==> src/verilog/aslm_pkg.sv <==
package aslm_pkg;

    // ------------------------------------------------------------
    // register port geometry
    // ------------------------------------------------------------
    localparam int ADDR_W = 12;
    localparam int DATA_W = 8;

    // ------------------------------------------------------------
    // register offsets
    // ------------------------------------------------------------
    localparam logic [11:0] ADR_SUMMARY = 12'h2c0;
    localparam logic [11:0] ADR_FLAGS = 12'h2c1;
    localparam logic [11:0] ADR_MASK = 12'h2c2;
    localparam logic [11:0] ADR_LANE = 12'h2c4;
    localparam logic [11:0] ADR_IRQ_STAT = 12'h2d0;
    localparam logic [11:0] ADR_IRQ_CLR = 12'h2d1;
    localparam logic [11:0] ADR_IRQ_EN = 12'h2d2;

    // ------------------------------------------------------------
    // field positions and reset values
    // ------------------------------------------------------------
    localparam int BIT_CLK = 0;
    localparam int BIT_RSV1 = 1;
    localparam int BIT_REALIGN = 2;
    localparam int BIT_LINK = 3;
    localparam int BIT_PLL = 4;
    localparam int BIT_FIFO = 5;
    localparam int BIT_SUMMARY = 0;
    localparam logic [7:0] FLAGS_RST = 8'h3f;
    localparam logic [7:0] MASK_RST = 8'h3f;
    localparam logic [7:0] LANE_RST = 8'hff;
    localparam logic [7:0] FLAGS_LIVE = 8'h3f;
    localparam logic [7:0] SUMMARY_SRC = 8'h3d;
    localparam logic [7:0] ZERO8 = 8'h00;
    localparam logic [7:0] ONES8 = 8'hff;

    // ------------------------------------------------------------
    // carriers
    // ------------------------------------------------------------
    typedef struct packed {
        logic [1:0] rsv_hi;
        logic lane_fifo_flag;
        logic serdes_pll_unlock_flag;
        logic link_state_flag;
        logic clock_realign_flag;
        logic rsv_lo;
        logic divider_mismatch_flag;
    } aslm_flags_t;

    typedef struct packed {
        logic wr;
        logic rd;
        logic [11:0] addr;
        logic [7:0] wdata;
    } aslm_req_t;

endpackage : aslm_pkg

==> src/verilog/aslm_top.sv <==
// Functional notes
// (RULE_01) pll unlock flag, bit 4, sets while serializer pll unlocked
// (RULE_02) 8b/10b: link flag bit 3 sets if enabled, not encoding data
// (RULE_03) 64b/66b: link flag sets on startup and any realignment
// (RULE_04) realign flag bit 2 sets when sysref realigns internal clocks
// (RULE_05) divider mismatch flag bit 0 sets when pair dividers differ
// (RULE_06) flags are sticky; write one clears, write zero keeps
// (RULE_07) reset or soft reset sets all flags incl bit 1; 7:6 read 0
// (RULE_08) flags except clock flag undefined until link enabled; clear after
// (RULE_09) a set mask bit keeps its flag out of summary alarm
// (RULE_10) mask resets to 0x3f, all sources masked
// (RULE_11) software writes reserved mask bits at their reset values
// (RULE_12) 8-bit per-lane fifo alarm register resets to 0xff
// (RULE_13) fifo flag bit 5 sets on any lane fifo over/underflow
// (RULE_14) summary alarm bit high while any unmasked flag set
// (RULE_15) lane bit i sets on lane i fault; write one clears
// (RULE_16) clearing fifo flag also clears all lane bits
// (RULE_17) set wins over a clear in the same cycle
`timescale 1ns/1ps
module aslm_top #(
    parameter int LANES = 8,
    parameter int DIV_W = 4
) (
    // clock and reset
    input wire logic I_CLK_SYS,
    input wire logic I_RST_N,
    input wire logic I_SOFT_RST,
    // register port
    input wire logic [aslm_pkg::ADDR_W-1:0] I_ADDR,
    input wire logic [aslm_pkg::DATA_W-1:0] I_WDATA,
    input wire logic I_WR,
    input wire logic I_RD,
    output logic [aslm_pkg::DATA_W-1:0] O_RDATA,
    // link and clock status from other domains
    input wire logic I_PLL_LOCKED,
    input wire logic I_LINK_ENABLE,
    input wire logic I_DATA_ENCODING_STATE,
    input wire logic I_MODE_64B66B,
    input wire logic I_LINK_STARTUP,
    input wire logic I_LINK_REALIGN,
    input wire logic I_SYSREF_REALIGN,
    input wire logic [DIV_W-1:0] I_DIV_AB,
    input wire logic [DIV_W-1:0] I_DIV_CD,
    input wire logic [LANES-1:0] I_LANE_FIFO_ERR,
    // alarm outputs
    output logic O_ALARM,
    output logic O_IRQ
);

    // ------------------------------------------------------------
    // input synchronisers
    // ------------------------------------------------------------
    localparam int SYNC_W = 7 + 2 * DIV_W + LANES;
    logic [SYNC_W-1:0] sync_a_r;
    logic [SYNC_W-1:0] sync_b_r;
    logic pll_locked_s;
    logic link_en_s;
    logic data_encoding_state_s;
    logic mode64_s;
    logic startup_s;
    logic link_realign_s;
    logic sysref_s;
    logic [DIV_W-1:0] div_ab_s;
    logic [DIV_W-1:0] div_cd_s;
    logic [LANES-1:0] lane_err_s;

    // two flops; only the second stage is read by logic
    always_ff @(posedge I_CLK_SYS or negedge I_RST_N)
    begin
        if (!I_RST_N)
        begin
            sync_a_r <= '0;
            sync_b_r <= '0;
        end
        else
        begin
            sync_a_r <= {I_PLL_LOCKED, I_LINK_ENABLE, I_DATA_ENCODING_STATE,
                I_MODE_64B66B, I_LINK_STARTUP, I_LINK_REALIGN,
                I_SYSREF_REALIGN, I_DIV_AB, I_DIV_CD, I_LANE_FIFO_ERR};
            sync_b_r <= sync_a_r;
        end
    end

    assign {pll_locked_s, link_en_s, data_encoding_state_s, mode64_s, startup_s,
        link_realign_s, sysref_s, div_ab_s, div_cd_s, lane_err_s} = sync_b_r;

    // ------------------------------------------------------------
    // register port decode
    // ------------------------------------------------------------
    aslm_pkg::aslm_req_t req;
    assign req = '{wr: I_WR, rd: I_RD, addr: I_ADDR, wdata: I_WDATA};

    logic wr_flags;
    logic wr_mask;
    logic wr_lane;
    logic wr_irq_clr;
    logic wr_irq_en;
    assign wr_flags = req.wr && (req.addr == aslm_pkg::ADR_FLAGS);
    assign wr_mask = req.wr && (req.addr == aslm_pkg::ADR_MASK);
    assign wr_lane = req.wr && (req.addr == aslm_pkg::ADR_LANE);
    assign wr_irq_clr = req.wr && (req.addr == aslm_pkg::ADR_IRQ_CLR);
    assign wr_irq_en = req.wr && (req.addr == aslm_pkg::ADR_IRQ_EN);

    // ------------------------------------------------------------
    // alarm set conditions
    // ------------------------------------------------------------
    aslm_pkg::aslm_flags_t set_v;
    logic link_cond;
    logic fifo_clr;

    // no encoding state exists in 64b/66b, so watch startup and realign
    always_comb
    begin
        // (RULE_02) 8b/10b link check
        link_cond = link_en_s && !data_encoding_state_s;
        if (mode64_s)
        begin
            // (RULE_03) 64b/66b link events
            link_cond = link_en_s && (startup_s || link_realign_s);
        end
    end

    // one set bit per flag; reserved bits never set by hardware
    always_comb
    begin
        set_v = '0;
        // (RULE_01) pll unlock condition
        set_v.serdes_pll_unlock_flag = !pll_locked_s;
        set_v.link_state_flag = link_cond;
        // (RULE_04) sysref realignment
        set_v.clock_realign_flag = sysref_s;
        // (RULE_05) divider pair compare
        set_v.divider_mismatch_flag = (div_ab_s != div_cd_s);
        // (RULE_13) any lane fifo fault
        set_v.lane_fifo_flag = |lane_err_s;
    end

    assign fifo_clr = wr_flags && req.wdata[aslm_pkg::BIT_FIFO];

    // ------------------------------------------------------------
    // sticky alarm flags
    // ------------------------------------------------------------
    logic [7:0] flags_r;
    logic [7:0] flags_nxt;

    // (RULE_06) write-one clear, sticky otherwise
    // (RULE_17) set ored in after the clear
    assign flags_nxt = ((flags_r & ~(wr_flags ? req.wdata : aslm_pkg::ZERO8))
        | set_v) & aslm_pkg::FLAGS_LIVE;

    // reset leaves every flag high until software acknowledges it
    always_ff @(posedge I_CLK_SYS or negedge I_RST_N)
    begin
        if (!I_RST_N)
            flags_r <= aslm_pkg::FLAGS_RST;
        // (RULE_07) soft reset presets flags
        else if (I_SOFT_RST)
            flags_r <= aslm_pkg::FLAGS_RST;
        else
            flags_r <= flags_nxt;
    end

    // ------------------------------------------------------------
    // per-lane fifo flags
    // ------------------------------------------------------------
    logic [LANES-1:0] lane_r;
    logic [LANES-1:0] lane_clr;

    // (RULE_16) fifo flag clear wipes every lane bit
    always_comb
    begin
        lane_clr = '0;
        if (fifo_clr)
            lane_clr = '1;
        else if (wr_lane)
            lane_clr = req.wdata[LANES-1:0];
    end

    // (RULE_12) lane register presets to all ones
    always_ff @(posedge I_CLK_SYS or negedge I_RST_N)
    begin
        if (!I_RST_N)
            lane_r <= aslm_pkg::LANE_RST[LANES-1:0];
        else if (I_SOFT_RST)
            lane_r <= aslm_pkg::LANE_RST[LANES-1:0];
        else
            // (RULE_15) per-lane set beats clear
            lane_r <= (lane_r & ~lane_clr) | lane_err_s;
    end

    // ------------------------------------------------------------
    // mask and summary alarm
    // ------------------------------------------------------------
    logic [7:0] mask_r;

    // reserved bits are stored as written; software keeps them at reset
    always_ff @(posedge I_CLK_SYS or negedge I_RST_N)
    begin
        if (!I_RST_N)
            // (RULE_10) all sources masked
            mask_r <= aslm_pkg::MASK_RST;
        else if (I_SOFT_RST)
            mask_r <= aslm_pkg::MASK_RST;
        else if (wr_mask)
            mask_r <= req.wdata;
    end

    // registered, so the alarm trails the flags by one cycle
    always_ff @(posedge I_CLK_SYS or negedge I_RST_N)
    begin
        if (!I_RST_N)
            O_ALARM <= 1'b0;
        else
            // (RULE_14) summary of unmasked flags
            // (RULE_09) mask gates each source
            O_ALARM <= |(flags_r & ~mask_r & aslm_pkg::SUMMARY_SRC);
    end

    // ------------------------------------------------------------
    // interrupt status, clear and enable
    // ------------------------------------------------------------
    logic [7:0] irq_stat_r;
    logic [7:0] irq_en_r;
    logic [7:0] irq_ev;

    // event is a flag condition seen while its flag is low
    assign irq_ev = set_v & ~flags_r & aslm_pkg::FLAGS_LIVE;
    always_ff @(posedge I_CLK_SYS or negedge I_RST_N)
    begin
        if (!I_RST_N)
        begin
            irq_stat_r <= aslm_pkg::ZERO8;
            irq_en_r <= aslm_pkg::ZERO8;
            O_IRQ <= 1'b0;
        end
        else
        begin
            irq_stat_r <= (irq_stat_r
                & ~(wr_irq_clr ? req.wdata : aslm_pkg::ZERO8)) | irq_ev;
            if (wr_irq_en)
                irq_en_r <= req.wdata & aslm_pkg::FLAGS_LIVE;
            O_IRQ <= |(irq_stat_r & irq_en_r);
        end
    end

    // ------------------------------------------------------------
    // read port
    // ------------------------------------------------------------
    logic [7:0] rd_mux;
    // unmapped and write-only addresses read as zero
    always_comb
    begin
        case (req.addr)
            aslm_pkg::ADR_SUMMARY: rd_mux = {7'h00, O_ALARM};
            aslm_pkg::ADR_FLAGS: rd_mux = flags_r;
            aslm_pkg::ADR_MASK: rd_mux = mask_r;
            aslm_pkg::ADR_LANE: rd_mux = 8'(lane_r);
            aslm_pkg::ADR_IRQ_STAT: rd_mux = irq_stat_r;
            aslm_pkg::ADR_IRQ_EN: rd_mux = irq_en_r;
            default: rd_mux = aslm_pkg::ZERO8;
        endcase
    end

    // data stands only in the cycle after the read strobe
    always_ff @(posedge I_CLK_SYS or negedge I_RST_N)
    begin
        if (!I_RST_N)
            O_RDATA <= aslm_pkg::ZERO8;
        else if (req.rd)
            O_RDATA <= rd_mux;
        else
            O_RDATA <= aslm_pkg::ZERO8;
    end
endmodule : aslm_top

==> config.mk <==
export PLATFORM = sky130hd
export DESIGN_NAME = aslm_top
export DESIGN_NICKNAME = d
export VERILOG_FILES = /design/src/verilog/aslm_pkg.sv /design/src/verilog/aslm_top.sv
export SDC_FILE = /design/constraint.sdc
export NUM_CORES = 1
export LEC_CHECK = 0
export BUFFER_PORTS_ARGS = -buffer_cell sky130_fd_sc_hd__clkbuf_2
export CAP_MARGIN = 30
export CORE_ASPECT_RATIO = 1.5
export CORE_MARGIN = 5
export CORE_UTILIZATION = 25
export CTS_BUF_LIST = sky130_fd_sc_hd__clkbuf_4 sky130_fd_sc_hd__clkbuf_8
export DETAILED_ROUTE_END_ITERATION = 8
export MAX_ROUTING_LAYER = met4
export PLACE_DENSITY_LB_ADDON = 0.15
export REMOVE_ABC_BUFFERS = 1
export SLEW_MARGIN = 10
export SYNTH_ARGS = -nofsm -noshare
export SYNTH_HDL_FRONTEND = slang
export SYNTH_SLANG_ARGS = --single-unit
==> constraint.sdc <==
create_clock -name I_CLK_SYS -period 1.2 [get_ports I_CLK_SYS]
set_input_delay 0.24 -clock I_CLK_SYS [delete_from_list [all_inputs] [get_ports I_CLK_SYS]]
set_output_delay 0.24 -clock I_CLK_SYS [all_outputs]
set_load 0.02 [all_outputs]
## After elaboration in Yosys (flattened, before gate mapping)

Cells that the tools add are included.

| word-level totals | value |
|---|---|
| register bits after elaboration | 92 |
| bits in latches | 0 |
| RAM bits | 0 |
| ROM bits | 0 |
| logic and storage cells | 58 |
| memories | 0 |

| operators by class | value |
|---|---|
| add/sub/neg operators | 0 |
| multiply operators | 0 |
| div/mod/pow operators | 0 |
| $lt $le $gt $ge | 0 |
| equal/unequal tests | 8 |
| shift-type cells | 0 |
| mux-type cells | 11 |
| bitwise logic cells | 14 |
| reductions and logical operators | 15 |

Operators by type and width:

| kind | count |
|---|---|
| equality test 12 x 10 -> 1 bit, second input constant | 7 |
| two-way mux 8 bit | 7 |
| case mux 8 bit (6 select lines) | 1 |
| AND 6 bit | 3 |
| inverter 6 bit | 3 |
| AND 8 bit | 2 |
| inverter 8 bit | 2 |
| OR reduction 8 bit | 2 |
| two-way mux 6 bit | 2 |
| AND 8 x 6 -> 8 bit | 1 |
| logical AND 1 bit | 8 |
| OR 8 x 6 -> 8 bit | 1 |
| OR 8 bit | 1 |
| OR 6 bit | 1 |
| OR reduction 5 bit | 1 |
| != test 4 bit | 1 |
| zero test 1 bit | 2 |
| nonzero test 2 bit | 1 |
| logical OR 1 bit | 1 |
| two-way mux 1 bit | 1 |

## Logic depth before layout (Yosys ltp)

| depth | value |
|---|---|
| depth after elaboration | 8 |
| gate-level depth with buffers | 6 |

## Worst setup path after synthesis

OpenSTA, ideal clock, no wires.

| timing | value |
|---|---|
| path kind | in2reg |
| start point | in I_ADDR[8] (netlist bit) |
| end point | reg irq_en_r[0] |
| library setup time | 0.125 ns |
| arrival | 1.635 ns |
| slack | -0.560 ns |
| cell stages on the path | 5 |
| cell sequence | or4b_4 nor2_4 and4_1 buf_4 mux2_2 |

| on the way | value |
|---|---|
| cells in the longest elaborated chain, start to end | 2 |

RTL lines:

| item | line | source |
|---|---|---|
| start: declaration | aslm_top.sv:29 | `input wire logic [aslm_pkg::ADDR_W-1:0] I_ADDR,` |
| equality test 12 x 10 -> 1 bit | aslm_top.sv:102 | `assign wr_irq_en = req.wr && (req.addr == aslm_pkg::ADR_IRQ_EN);` |
| logical AND 1 bit | aslm_top.sv:102 |  |
| end signal: assignment | aslm_top.sv:233 | `irq_en_r <= aslm_pkg::ZERO8;` |
| end signal: assignment | aslm_top.sv:241 | `irq_en_r <= req.wdata & aslm_pkg::FLAGS_LIVE;` |
| end: declaration | aslm_top.sv:223 | `logic [7:0] irq_en_r;` |

Every way passes these cells.
A chain may end at the register's enable or synchronous reset.

## Worst setup path in the final report

| timing | value |
|---|---|
| start point | in I_ADDR[8] (netlist bit) |
| end point | reg irq_en_r[5] |

The elaborated chain is that of the path after synthesis.

==> reports/qor.txt <==
DRT iter0 DRCs -> 88
Worst Tran Pin Value -> 0.371 ns
CP arrival -> 1.66 ns
final worst slack -> -0.222 ns
Via density -> 4.59
Max Freq -> 0.703 GHz
final setup skew -> 0.00880 ns
register area share after synthesis -> 65.9%
max-cap violations -> 0
Max-Slew Margin vs Limit -> 75.3%
Peak VDD IR -> 0.479 mV
reg-to-reg slack, setup -> -0.04 ns
status -> finished, violations left
setup tns final -> -3.45 ns
antenna viol nets, final -> 0
Starting Density -> 25.4%
chip height -> 156 µm
fin nets -> 435
PD cells -> 1210 nW/µm²
#FFs+latches synth -> 92
Die W -> 107 µm
CTS tree -> done
GRT Util Overall -> 12.2%
routed vias -> 2,559
RR Endpoint -> flags_r[3]$_DFF_PN1_
GP Congestion -> 0.794
Rows -> 53
post-synth cell types -> 45
fin crit period -> 1.42 ns
post-synthesis cell count -> 260
first-pass GRT wire length -> 15,100 µm
Mapped Area -> 3530 µm²
IO Port Bufs -> 57
Hold Path Stages -> 2
critical path class -> in2reg
HPWL Detailed -> 7000 µm
Hold Path End -> lane_r[7]$_DFF_PN1_
EDFF count, synth -> 0
CP delay by family, top -> simple AND/OR/NAND/NOR gates
CP max FO -> 6
clock network latency to the later pin of the worst-skew pair -> 0.35 ns
I/O pin total -> 58
worst path cell trace -> buf_6, or4b_4, nor2_4, and4_4, mux2_4
total power -> 6.01 mW
CP required -> 1.44 ns
Clock Sink Count -> 92
initial antenna violation count -> 0
Clock Pin Slew Worst Setup and Hold Paths -> 0.09 ns
total CTS buffers -> 9
n_diodes -> 0
layout cells sized above 1 -> 42.9%
Area growth syn-to-layout -> 40.5%
die area -> 16,700 µm²
Root Driver -> clkbuf_8
core area -> 13,900 µm²
Setup WS pre-CTS -> -0.745 ns
yosys warns -> 0
Final Hold Viols -> 0
slowest CP cell -> or4b_4
H-tree Lvls -> 3
pin count of the biggest net entering global routing -> 28
Final Slew Violations -> 0
total gr overflow -> 0
Fillers -> 1,414
Buffers & Inverters on Critical Path -> 1
Worst path max stage delay -> 0.57 ns
maximum clock insertion buffer count -> 2
vias in the first global route -> 2,847
LEAKAGE -> 2.30 nW
Residual DRC -> 0
hold path start -> I_WDATA[7]
Hold Crit Class -> in2reg
synthesized area per cell -> 13.6 µm²
RSZ-0062 raised after global routing -> yes
asr flop ratio synth -> 100%
critical path startpoint category -> primary input
failing checks -> setup timing
r2r startpoint -> sync_b_r[17]$_DFF_PN0_
Worst setup EP type -> flop
cells on worst reg2reg path -> 4
Final Core Density -> 35.7%
final setup vio count -> 29
WL/cell -> 16.6 µm
ys flop type -> dfrtp_1
final WL -> 9220 µm
post-route clock period utilization -> 119%
drt first pass iters -> 5
[area by class of cell]
type,count,area (µm²),share of cell area [%]
Sequential cell,92,2330,46.9
Tap cell,165,206,4.16
Multi-Input combinational cell,152,1220,24.6
Inverter,7,26.3,0.529
Timing Repair Buffer,125,963,19.4
Clock buffer,10,131,2.65
Clock inverter,6,88.8,1.79
[layer usage]
metal / part of all wire [%] / GRT usage [%]
met1: 37 / 12.8
met5: 0 / -
met4: 3.7 / 6.64
met2: 54 / 21.0
met3: 4.9 / 3.06
[report_power, final]
group | internal (mW) | switching (mW)
registers | 3.18 | 0.0307
clock network | 1.20 | 1.08
logic | 0.267 | 0.251
total | 4.65 | 1.36
[placed cells by master (no fill, tap or decap), drive strengths merged, types with 3 or more instances in the layout]
master / count
buf: 49
a222oi: 5
nand2: 15
a211o: 3
xnor2: 5
mux2: 12
nand4: 7
dfstp: 20
nor4b: 5
a22oi: 5
nor2b: 5
inv: 6
nor3: 3
nand3: 3
clkinv: 3
o21ai: 3
mux2i: 9
a31oi: 9
a21boi: 10
clkbuf: 62
dlygate4sd3: 24
a22o: 10
nor4: 4
dfrtp: 72
nor2: 20
[synthesized netlist by cell type, types with 5 or more instances]
library cell  number  area share (%)
dfrtp_1           72              51
mux2_2            12             3.8
mux2i_1            9             2.5
nand4_1            7             1.2
nor2_1            19             2.0
a22oi_1            5             1.1
dfstp_2           20              15
nand2_1           15             1.6
inv_1              6            0.64
a22o_1            10             2.5
a21boi_0          10             2.1
xnor2_1            5             1.2
clkbuf_1           5            0.53
a31oi_1            9             1.6
a222oi_1           5             1.4
nor2b_1            5            0.89
[sequential cells by signal, indices dropped and copies added, names as in the netlist]
register / flops
sync_a_r: 23
sync_b_r: 23
O_RDATA: 8
irq_stat_r: 8
lane_r: 8
mask_r: 8
flags_r: 6
irq_en_r: 6
O_ALARM: 1
O_IRQ: 1
[kinds of logic (layout without fill, tap and decap cells)]
logic type	count (synthesis)	count (layout)	share of synthesized area (%)
AO/OA/AOI/OAI	55	55	12.0
flip-flops	92	92	65.9
XOR/XNOR	5	5	1.24
buffers and inverters	16	148	2.16
AND/OR/NAND/NOR	71	71	12.3
multiplexers	21	21	6.37
[worst reg2reg max path, delay by kind of cell (launching register included)]
family           cells  cell delay (ns)
AND/OR/NAND/NOR      2             0.57
flip-flops           1             0.37
AO/OA/AOI/OAI        2             0.22
[metrics by stage]
| stage | std cells | hold slack (ns) | instance area [µm²] |
|---|---|---|---|
| 3_5_place_dp | 514 | 0.184 | 4320 |
| 3_3_place_gp | 514 | 0.179 | 4320 |
| 5_1_grt | 557 | 0.0856 | 4960 |
| 2_1_floorplan | 251 | -0.0556 | 3480 |
| 4_1_cts | 555 | 0.0665 | 4880 |
| 6_report | 557 | 0.0924 | 4960 |
[worst max path at each step]
stage,startpoint,endpoint,slack (ns),cells after the start
after detailed placement,I_ADDR[8],irq_en_r[5]$_DFFE_PN0P_,-0.74,5
after global routing,I_ADDR[8],irq_en_r[3]$_DFFE_PN0P_,-0.22,5
after global placement,I_ADDR[8],irq_en_r[2]$_DFFE_PN0P_,-0.70,5
after CTS,I_ADDR[10],irq_en_r[5]$_DFFE_PN0P_,-0.21,5
final,I_ADDR[8],irq_en_r[5]$_DFFE_PN0P_,-0.22,5
after floorplan,I_ADDR[8],irq_en_r[0]$_DFFE_PN0P_,-0.59,4
[timing repair]
action | in CTS | in global routing
hold buffers | 24 | 0
pin swaps | 12 | 12
setup buffers | 1 | 2
endpoints found under the setup margin | 32 | 42
endpoints found under the hold margin | 40 | 0
resized for setup | 25 | 14
Note: power is estimated with default switching activity, not from simulation.
